<file path="src/hdl/baud_timer_pkg.sv">
// Constants, register map and carrier types of the baud rate timer.
// Assumes a 32-bit APB slave, one clock, and an oscillator tick equal to clk.
// Operation
// RULE1: Internal source counts oscillator divided by 12 or 6.
// RULE2: External source counts falling edges of count pin.
// RULE3: Transmit clock from timer 1 or this timer.
// RULE4: Receive clock select works the same, independently.
// RULE5: Baud generation only while either select is set.
// RULE6: High byte rollover reloads count from reload pair.
// RULE7: Reload pair is one 16-bit value, high upper.
// RULE8: Serial baud equals overflow rate divided by 16.
// RULE9: Normal timer advances once per machine cycle.
// RULE10: Baud mode advances osc or osc/2.
// RULE11: Baud rate is osc over n times (65536-reload).
// RULE12: Counter source in baud mode follows pin edges.
// RULE13: Baud rollover never sets overflow flag.
// RULE14: Trigger falling edge sets external flag, no reload.
// RULE15: Software avoids count bytes during baud generation.
// RULE16: Software avoids writing reload during baud generation.
// RULE17: Software stops timer before accessing counts or reloads.
// RULE18: External flag cleared only by software.
// RULE19: Timer runs only while run bit set; reset stopped.
package baud_timer_pkg;
  localparam logic [11:0] ctrl_addr = 12'h000;
  localparam logic [11:0] mode_addr = 12'h004;
  localparam logic [11:0] count_addr = 12'h008;
  localparam logic [11:0] reload_addr = 12'h00c;
  localparam logic [11:0] status_addr = 12'h010;
  localparam int overflow_bit = 7;
  localparam int external_flag_bit = 6;
  localparam int rx_select_bit = 5;
  localparam int tx_select_bit = 4;
  localparam int external_enable_bit = 3;
  localparam int run_bit = 2;
  localparam int source_bit = 1;
  localparam int capture_bit = 0;
  localparam logic [7:0] ctrl_reset = 8'h00;
  localparam logic [1:0] mode_reset = 2'h0;
  localparam logic [15:0] count_reset = 16'h0000;
  localparam logic [15:0] reload_reset = 16'h0000;
  localparam int timer_div_12 = 12;
  localparam int timer_div_6 = 6;
  localparam int baud_div_12 = 2;
  localparam int baud_div_6 = 1;
  localparam int serial_div = 16;
  localparam logic [3:0] serial_div_last = 4'(serial_div - 1);
  typedef struct packed {
    logic tx_clock;
    logic rx_clock;
  } baud_out_type;
endpackage

</file>
<file path="src/hdl/tick_divider.sv">
// Programmable tick divider: one pulse every div cycles while enabled.
// Assumes div stays between 1 and 2**width.
`timescale 1ns/10ps
module tick_divider #(
  parameter int width = 4
) (
  input wire logic clk,
  input wire logic rstn,
  input wire logic enable,
  input wire logic [width-1:0] div_last,
  output logic tick
);
  logic [width-1:0] cnt_ff;
  logic [width-1:0] nxt_cnt;

  // A counter without bits cannot hold a divide ratio, so elaboration stops.
  if (width < 1) begin : g_width_check
    $error("tick_divider width must be at least 1.");
  end

  always_comb begin
    nxt_cnt = cnt_ff;
    if (!enable) begin
      nxt_cnt = '0;
    end else if (cnt_ff >= div_last) begin
      nxt_cnt = '0;
    end else begin
      nxt_cnt = cnt_ff + 1'b1;
    end
  end

  always_ff @(posedge clk or negedge rstn) begin
    if (!rstn) begin
      cnt_ff <= '0;
    end else begin
      cnt_ff <= nxt_cnt;
    end
  end

  assign tick = enable && (cnt_ff >= div_last);
endmodule

</file>
<file path="src/hdl/baud_timer.sv">
// Reloadable 16-bit timer/counter with baud generator mode and APB registers.
// Assumes pins are synchronous to clk and clk is the oscillator.
`timescale 1ns/10ps
module baud_timer (
  input wire logic clk,
  input wire logic rstn,
  input wire logic psel,
  input wire logic penable,
  input wire logic pwrite,
  input wire logic [11:0] paddr,
  input wire logic [31:0] pwdata,
  output logic [31:0] prdata,
  output logic pready,
  output logic pslverr,
  input wire logic six_clock_mode,
  input wire logic count_input_pin,
  input wire logic trigger_input,
  input wire logic timer1_overflow,
  output baud_timer_pkg::baud_out_type baud_out,
  output logic overflow_flag,
  output logic external_flag
);
  import baud_timer_pkg::*;

  logic [7:0] ctrl_ff;
  logic [1:0] mode_ff;
  logic [15:0] count_ff;
  logic [15:0] reload_ff;
  logic pin_ff;
  logic trig_ff;
  logic [3:0] tx_div_ff;
  logic [3:0] rx_div_ff;
  baud_out_type baud_ff;
  logic timer2_ovf_ff;
  logic wr;
  logic rd;
  logic mapped;
  logic run;
  logic baud_mode;
  logic ext_source;
  logic pin_fall;
  logic trig_fall;
  logic tick_internal;
  logic advance;
  logic rollover;
  logic reload_now;
  logic [3:0] div_last;
  logic [15:0] count_next;

  assign wr = psel && penable && pwrite;
  assign rd = psel && !pwrite;
  assign mapped = (paddr == ctrl_addr) || (paddr == mode_addr) ||
    (paddr == count_addr) || (paddr == reload_addr) || (paddr == status_addr);
  assign pready = 1'b1;
  assign pslverr = psel && penable && !mapped;

  assign run = ctrl_ff[run_bit]; // RULE19
  assign baud_mode = ctrl_ff[rx_select_bit] || ctrl_ff[tx_select_bit]; // RULE5
  assign ext_source = ctrl_ff[source_bit];
  assign pin_fall = pin_ff && !count_input_pin;
  assign trig_fall = trig_ff && !trigger_input;

  // Dividers are cycles minus one; baud mode is faster than a machine cycle.
  always_comb begin
    if (baud_mode) begin
      div_last = six_clock_mode ? 4'(baud_div_6 - 1) : 4'(baud_div_12 - 1); // RULE10
    end else begin
      div_last = six_clock_mode ? 4'(timer_div_6 - 1) : 4'(timer_div_12 - 1); // RULE1 RULE9
    end
  end

  tick_divider #(
    .width(4)
  ) u_prescale (
    .clk(clk),
    .rstn(rstn),
    .enable(run && !ext_source),
    .div_last(div_last),
    .tick(tick_internal)
  );

  // The pin is sampled on clk, so edges faster than half the clock are lost.
  assign advance = run && (ext_source ? pin_fall : tick_internal); // RULE2 RULE12
  assign rollover = advance && (count_ff == 16'hffff);
  // Outside baud mode a trigger edge also reloads, when enabled and not capturing.
  assign reload_now = rollover || (!baud_mode && !ctrl_ff[capture_bit] &&
    ctrl_ff[external_enable_bit] && trig_fall); // RULE14
  assign count_next = reload_now ? reload_ff : (count_ff + 16'h0001); // RULE6 RULE7

  always_ff @(posedge clk or negedge rstn) begin
    if (!rstn) begin
      pin_ff <= 1'b1;
      trig_ff <= 1'b1;
    end else begin
      pin_ff <= count_input_pin;
      trig_ff <= trigger_input;
    end
  end

  always_ff @(posedge clk or negedge rstn) begin
    if (!rstn) begin
      count_ff <= count_reset;
    end else if (wr && paddr == count_addr) begin
      count_ff <= pwdata[15:0];
    end else if (advance || reload_now) begin
      count_ff <= count_next;
    end
  end

  always_ff @(posedge clk or negedge rstn) begin
    if (!rstn) begin
      reload_ff <= reload_reset;
    end else if (wr && paddr == reload_addr) begin
      reload_ff <= pwdata[15:0];
    end
  end

  always_ff @(posedge clk or negedge rstn) begin
    if (!rstn) begin
      mode_ff <= mode_reset;
    end else if (wr && paddr == mode_addr) begin
      mode_ff <= pwdata[1:0];
    end
  end

  // Flags: hardware set wins over a software clear in the same cycle.
  always_ff @(posedge clk or negedge rstn) begin
    if (!rstn) begin
      ctrl_ff <= ctrl_reset;
    end else begin
      if (wr && paddr == ctrl_addr) begin
        ctrl_ff <= pwdata[7:0];
      end
      if (rollover && !baud_mode) begin
        ctrl_ff[overflow_bit] <= 1'b1; // RULE13
      end
      if (ctrl_ff[external_enable_bit] && trig_fall) begin
        ctrl_ff[external_flag_bit] <= 1'b1; // RULE14 RULE18
      end
    end
  end

  always_ff @(posedge clk or negedge rstn) begin
    if (!rstn) begin
      timer2_ovf_ff <= 1'b0;
    end else begin
      timer2_ovf_ff <= rollover && baud_mode;
    end
  end

  // Each direction divides its chosen overflow stream by 16 and pulses its clock high for one cycle.
  always_ff @(posedge clk or negedge rstn) begin
    if (!rstn) begin
      tx_div_ff <= 4'h0;
      rx_div_ff <= 4'h0;
      baud_ff <= '0;
    end else begin
      if (ctrl_ff[tx_select_bit] ? timer2_ovf_ff : timer1_overflow) begin // RULE3
        tx_div_ff <= tx_div_ff + 4'h1;
        if (tx_div_ff == serial_div_last) begin
          baud_ff.tx_clock <= 1'b1; // RULE8 RULE11
        end else begin
          baud_ff.tx_clock <= 1'b0;
        end
      end else begin
        baud_ff.tx_clock <= 1'b0;
      end
      if (ctrl_ff[rx_select_bit] ? timer2_ovf_ff : timer1_overflow) begin // RULE4
        rx_div_ff <= rx_div_ff + 4'h1;
        if (rx_div_ff == serial_div_last) begin
          baud_ff.rx_clock <= 1'b1; // RULE8
        end else begin
          baud_ff.rx_clock <= 1'b0;
        end
      end else begin
        baud_ff.rx_clock <= 1'b0;
      end
    end
  end

  always_ff @(posedge clk or negedge rstn) begin
    if (!rstn) begin
      prdata <= 32'h0000_0000;
    end else if (rd && !penable) begin
      case (paddr)
        ctrl_addr: prdata <= {24'h000000, ctrl_ff};
        mode_addr: prdata <= {30'h00000000, mode_ff};
        count_addr: prdata <= {16'h0000, count_ff};
        reload_addr: prdata <= {16'h0000, reload_ff};
        status_addr: prdata <= {29'h00000000, baud_mode, run, timer2_ovf_ff};
        default: prdata <= 32'h0000_0000;
      endcase
    end
  end

  assign baud_out = baud_ff;
  assign overflow_flag = ctrl_ff[overflow_bit];
  assign external_flag = ctrl_ff[external_flag_bit];
endmodule

</file>
<file path="config.mk">
export PLATFORM = sky130hd
export DESIGN_NAME = baud_timer
export DESIGN_NICKNAME = d
export VERILOG_FILES = /design/src/hdl/baud_timer_pkg.sv /design/src/hdl/tick_divider.sv /design/src/hdl/baud_timer.sv
export SDC_FILE = /design/constraint.sdc
export NUM_CORES = 1
export LEC_CHECK = 0
export ABC_AREA = 1
export BUFFER_PORTS_ARGS = -buffer_cell sky130_fd_sc_hd__buf_4
export CAP_MARGIN = 40
export CORE_AREA = 2 2 143 131
export CTS_BUF_LIST = sky130_fd_sc_hd__clkbuf_4 sky130_fd_sc_hd__clkbuf_8 sky130_fd_sc_hd__clkbuf_16
export DETAILED_ROUTE_END_ITERATION = 8
export DIE_AREA = 0 0 145 133
export SKIP_LAST_GASP = 1
export SLEW_MARGIN = 20
export SYNTH_ARGS = -nofsm -noshare
export SYNTH_HDL_FRONTEND = slang
export SYNTH_SLANG_ARGS = --single-unit
</file>
<file path="constraint.sdc">
create_clock -name clk -period 4.05 [get_ports clk]
set_input_delay 0 -clock clk [delete_from_list [all_inputs] [get_ports clk]]
set_output_delay 0 -clock clk [all_outputs]
set_load 0.01 [all_outputs]
</file>
Word level (Yosys, flattened, before mapping)
Index checks and enable logic that the tools add are counted.
{ "totals": {"regBits": 91, "latchBits": 0, "ram_bits": 0, "romBits": 0, "in_bits": 53, "out_inout_bits": 38, "elab_cells": 86, "mem_count": 0} }
{ "classes": {"addsub": 4, "n_mul": 0, "div_mod_pow": 0, "magnitude_cmp": 1, "eq_ne": 7, "n_shift": 0, "n_mux": 19, "bitwise_logic": 0, "n_reduce_logical": 40} }
{ "ops": {"columns": ["cell", "count"], "rows": [
  ["$pmux 16 s5", 1],
  ["$mux 16", 3],
  ["$eq 12x4->1 const B", 2],
  ["$logic_and 1x1->1", 21],
  ["$add 16x1->16 const B", 1],
  ["$eq 16x16->1 const B", 1],
  ["$mux 4", 4],
  ["$add 4x1->4 const B", 3],
  ["$eq 12x3->1 const B", 1],
  ["$eq 12x5->1 const B", 1],
  ["$logic_not 12->1", 1],
  ["$mux 1", 10],
  ["$eq 4x4->1 const B", 2],
  ["$logic_not 1->1", 8],
  ["$mux 8", 1],
  ["$logic_or 1x1->1", 7],
  ["$reduce_bool 2->1", 3],
  ["$ge 4x4->1", 1]
]} }

Logic depth before layout (Yosys ltp)
{ "logic_depth": {"depth_word": 11, "ltp_mapped": 17, "depth_no_buf": 16} }

Cells and area by module
A second synthesis with hierarchy kept.
{ "hier_totals": {"hier_cells": 619, "area_unflattened_um2": 4633.2} }
{ "by_module_without_submodules": {"columns": ["module", "instances", "cells_per_inst", "area_each_um2", "seq_area_each_um2"], "rows": [
  ["baud_timer", 1, 582, 4339.2, 1779.2],
  ["tick_divider", 1, 37, 294.0, 100.1]
]} }

Least setup slack after synthesis
OpenSTA, ideal clock, no wires.
{ "synth_timing": {"path_kind": "flip-flop to flip-flop", "start": "register ctrl_ff[4]", "end": "register count_ff[10]", "setup_ns": 0.117, "arrival_time_ns": 2.108, "required_time_ns": 3.933, "path_slack_ns": 1.825, "stages_incl_launch_ff": 16, "n_path_buf": 1, "synth_period_minus_slack_ns": 2.225, "cell_sequence": "dfrtp_1 nor2_2 inv_2 or2_2 ha_1 nand2_1 nand2_1 inv_2 nand2_1 nand2_1 nand3_2 buf_4 o21ai_0 inv_2 nand2_1 nand2_1"} }
{ "synth_between": {"elab_chain_cells": 11, "word_cells_on_any_way": 17, "cone_classes": "order compare: 1; mux: 5; reduce/logical: 11"} }
{ "synth_rtl": {"columns": ["item", "line_no", "source"], "rows": [
  ["start: declaration", "baud_timer.sv:25", "logic [7:0] ctrl_ff;"],
  ["start signal: assignment", "baud_timer.sv:129", "ctrl_ff <= ctrl_reset;"],
  ["start signal: assignment", "baud_timer.sv:132", "ctrl_ff <= pwdata[7:0];"],
  ["$logic_or 1x1->1 *", "baud_timer.sv:58", "assign baud_mode = ctrl_ff[rx_select_bit] || ctrl_ff[tx_select_bit];"],
  ["$mux 4", "baud_timer.sv:65", "if (baud_mode) begin"],
  ["$ge 4x4->1", "tick_divider.sv:40", "assign tick = enable && (cnt_ff >= div_last);"],
  ["$logic_and 1x1->1", "tick_divider.sv:40", null],
  ["$mux 1", "baud_timer.sv:83", "assign advance = run && (ext_source ? pin_fall : tick_internal);"],
  ["$logic_and 1x1->1", "baud_timer.sv:83", null],
  ["$logic_and 1x1->1", "baud_timer.sv:84", "assign rollover = advance && (count_ff == 16'hffff);"],
  ["$logic_or 1x1->1", "baud_timer.sv:86", "assign reload_now = rollover || (!baud_mode && !ctrl_ff[capture_bit] &&"],
  ["$mux 16", "baud_timer.sv:88", "assign count_next = reload_now ? reload_ff : (count_ff + 16'h0001);"],
  ["$mux 16", "baud_timer.sv:105", "end else if (advance || reload_now) begin"],
  ["$mux 16", "baud_timer.sv:103", "end else if (wr && paddr == count_addr) begin"],
  ["end signal: assignment", "baud_timer.sv:102", "count_ff <= count_reset;"],
  ["end signal: assignment", "baud_timer.sv:104", "count_ff <= pwdata[15:0];"],
  ["end signal: assignment", "baud_timer.sv:106", "count_ff <= count_next;"],
  ["end: declaration", "baud_timer.sv:27", "logic [15:0] count_ff;"]
]} }
Mark *: on every way between the ends. The rest lies on a longest branch, timed or not. The select of a mux whose other input is x is not followed.
A chain may end at the register's enable or synchronous reset.

Worst setup path in the final report
{ "layout_timing": {"start": "register ctrl_ff[4]", "end": "register count_ff[4]"} }
Same word-level chain as after synthesis.

==> metrics.md <==
| Metric | Value |
|---|---|
| Sequential area share after synthesis | 41.0% |
| Clock H-tree levels | 3 |
| # nets final | 742 |
| WP buf/inv | 2 |
| Commonest non-fill, non-tap cell in the layout | nand2_1 |
| Final total power | 2.42 mW |
| Cells after DPL | 897 |
| Warnings, synthesis | 0 |
| Most frequent cells in the layout | 161 x nand2_1, 73 x dfrtp_1, 69 x inv_1 |
| Worst-path cell chain | nor2_2 -> inv_2 -> or2_2 -> ha_1 -> nand2_1 -> inv_1 -> nand2_1 -> nand2_1 -> nand3_4 -> nand2_4 -> nand2_1 -> nand3_1 -> nand2_1 -> nand2_1 |
| Achievable Freq | 0.378 GHz |
| Worst Tran Pin Value | 0.706 ns |
| CP Data Required Time | 4.33 ns |
| Die area | 19300 um2 |
| Largest area contributor in the netlist | dfrtp_1 |
| Chip height | 133 um |
| Grt total ovfl | 0 |
| Hold/Removal Path Class | in -> reg |
| DR vias/cell | 4.44 |
| Setup tns final | 0 ns |
| Clk_skew | 0.00571 ns |
| Die X-Extent | 145 um |
| P per Cell Area | 423 nW/um2 |
| Mapped cell area | 4580 um2 |
| Crit-path max FO | 17 |
| Prevailing post-synth register cell | dfrtp_1 |
| # port buffers | 57 |
| Worst-Skew Late Latency | 0.34 ns |
| Sink Count | 75 |
| Syn avg cell area | 7.53 um2 |
| Delay-heaviest family, CP | simple AND/OR/NAND/NOR gates |
| Tmin final | 2.65 ns |
| Synth Register Bits | 75 |
| GP Congestion | 0.886 |
| Worst slew margin | 52.5% |
| Synth Instances | 609 |
| Synthesis-to-layout area growth | 25.0% |
| Worst-path clk slew | 0.06 ns |
| Most Frequent Cell on Critical Path | nand2_1 |
| Final worst-path cycle share | 65.3% |
| Area taken by multi-input logic gates | 2220 um2 |
| VDD IR max | 0.216 mV |
| Hold slack | 0.00512 ns |
| Row count | 47 |
| Antenna cells | 0 |
| Most area-consuming cells after synthesis | dfrtp_1 40%, nand2_1 13%, nand3_1 5.7% |
| TritonCTS clock tree | built |
| Wire length of the first global-routing pass | 21200 um |
| Worst path arrival time | 2.92 ns |
| Total CTS buffers | 9 |
| Cell at the slowest stage of the critical path | dfrtp_1 |
| Avg WL per Cell | 13.7 um |
| Max incr delay on CP | 0.44 ns |
| P_leak | 2.86 nW |
| Max Slew Vio Count | 0 |
| Clock Tree Buf Depth | 2 |
| RSZ-0062 raised after global routing | no |
| Top-area cell type share of the netlist area | 39.9% |
| Final wirelength | 12800 um |
| Largest net degree at the start of global routing | 47 |
| Sequential Area | 1880 um2 |
| Post-synth EDFFs | 0 |
| Pre-Repair DR Iteration Count | 5 |
| Synth cell types | 35 |
| Residual DRC count | 0 |
| I/O Pins | 91 |
| Initial antenna violation count | 0 |
| Iter 0 DRT Violations | 372 |
| Via count | 4129 |
| Max-cap violations | 0 |
| CORE AREA | 17900 um2 |
| Layout fillers | 1921 |
| Initial core utilization | 25.6% |
| Routed Antenna Nets | 0 |
| GRT Total Usage | 13.8% |
| Setup CP Type | reg -> reg |
| Share of cells above drive strength 1 | 19.8% |
| Vias in the first global route | 3938 |
| Crit. End Element | register |
| Status | finished clean |
| Share of synthesized flip-flops with an asynchronous set or reset | 100% |
| Non-Filler Instances | 931 |
| Final Setup Violations | 0 |
| Post-detail-place hpwl | 9430 um |
| Root Driver | clkbuf_16 |
| Fin. Hold Viols | 0 |
| Kind of start point of the critical path | register |
==> synthesized netlist by cell type, types with 2 or more instances <==
cell,n
dfrtp_1,73
o21a_1,2
nand4_1,25
inv_2,16
o21ai_1,17
buf_4,18
buf_2,5
nor3_1,5
dfstp_2,2
nor2_4,5
o22ai_1,9
nand2_2,10
nand2_4,2
nor2_2,6
nand3_2,10
xor2_1,15
mux2_2,2
nor2_1,38
nand2_1,161
nand3_1,52
ha_1,8
or2_2,3
inv_1,69
conb_1,2
o21ai_0,23
clkbuf_1,8
a21oi_1,14
nor4_1,2
==> per-layer routing <==
layer | vias up | global-route usage (%) | wire, um
met2 | 125 | 19.9 | 5320
met5 | - | 0 | 0
met4 | 0 | 4.51 | 189
li1 | 2075 | - | -
met3 | 12 | 2.97 | 830
met1 | 1917 | 20.3 | 6430
==> path summary, 6_finish.rpt <==
path / from / endpoint / slack (ns) / cells after the start
worst max-delay path: ctrl_ff[4] / count_ff[4] / 1.40 / 14
worst min-delay path: pwdata[4] / ctrl_ff[4] / 0.005 / 3
worst max register to register: ctrl_ff[4] / count_ff[4] / 1.40 / 14
worst min register to register: prdata[2] / prdata[2] / 0.48 / 2
max in group asynchronous: rstn / pin_ff / 3.29 / 3
min in group asynchronous: rstn / ctrl_ff[3] / 0.15 / 2
==> cells by family after synthesis <==
group	share of synthesized area [%]
buffers and inverters	11.8
AND/OR/NAND/NOR	33.3
multiplexers	0.491
other	0.164
XOR/XNOR	3.06
AO/OA/AOI/OAI	8.00
adder cells (fa/ha/maj)	2.18
flip-flops	41.0
==> timing repair <==
action / in CTS / in global routing
setup buffers: 0 / 0
endpoints found under the setup margin: 0 / 0
resized for setup: 0 / 0
hold buffers: 18 / 0
endpoints found under the hold margin: 59 / 0
==> worst register-to-register path, stage by stage, from the launching register on <==
cell     delay (ns)
dfrtp_1        0.44
nor2_2         0.25
inv_2          0.12
or2_2          0.31
ha_1           0.30
nand2_1        0.05
inv_1          0.04
nand2_1        0.06
nand2_1        0.13
nand3_4        0.24
nand2_4        0.34
nand2_1        0.11
nand3_1        0.08
nand2_1        0.07
nand2_1        0.05
==> flip-flops by register name, indices dropped and copies added (netlist names), 4 cells and up <==
| signal | cells |
|---|---|
| count_ff | 16 |
| ctrl_ff | 8 |
| prdata | 16 |
| reload_ff | 16 |
| rx_div_ff | 4 |
| tx_div_ff | 4 |
| u_prescale.cnt_ff | 4 |
==> area by class of cell <==
type	instances	share of cell area, %
Clock buffer	11	4.30
Clock inverter	5	1.75
Inverter	85	5.57
Multi-Input combinational cell	431	38.7
Sequential cell	75	32.8
Tap cell	245	5.35
Timing Repair Buffer	79	11.5
==> power by group <==
part	total, mW	switching (mW)	leakage [nW]	internal, mW
clock network	0.940	0.316	0.173	0.623
logic	0.554	0.331	1.75	0.222
registers	0.931	0.0999	0.933	0.831
total	2.42	0.747	2.86	1.68
==> stage by stage <==
step / utilization, % / instance area [um2] / setup slack (ns)
floorplan: - / 4640 / 1.82
global placement: 28.9 / 5170 / 1.45
detailed placement: 29.0 / 5200 / 1.41
CTS: 31.9 / 5730 / 1.40
global route: 31.9 / 5730 / 1.20
finish: 31.9 / 5730 / 1.40
Power figures use the tool's default switching activity.
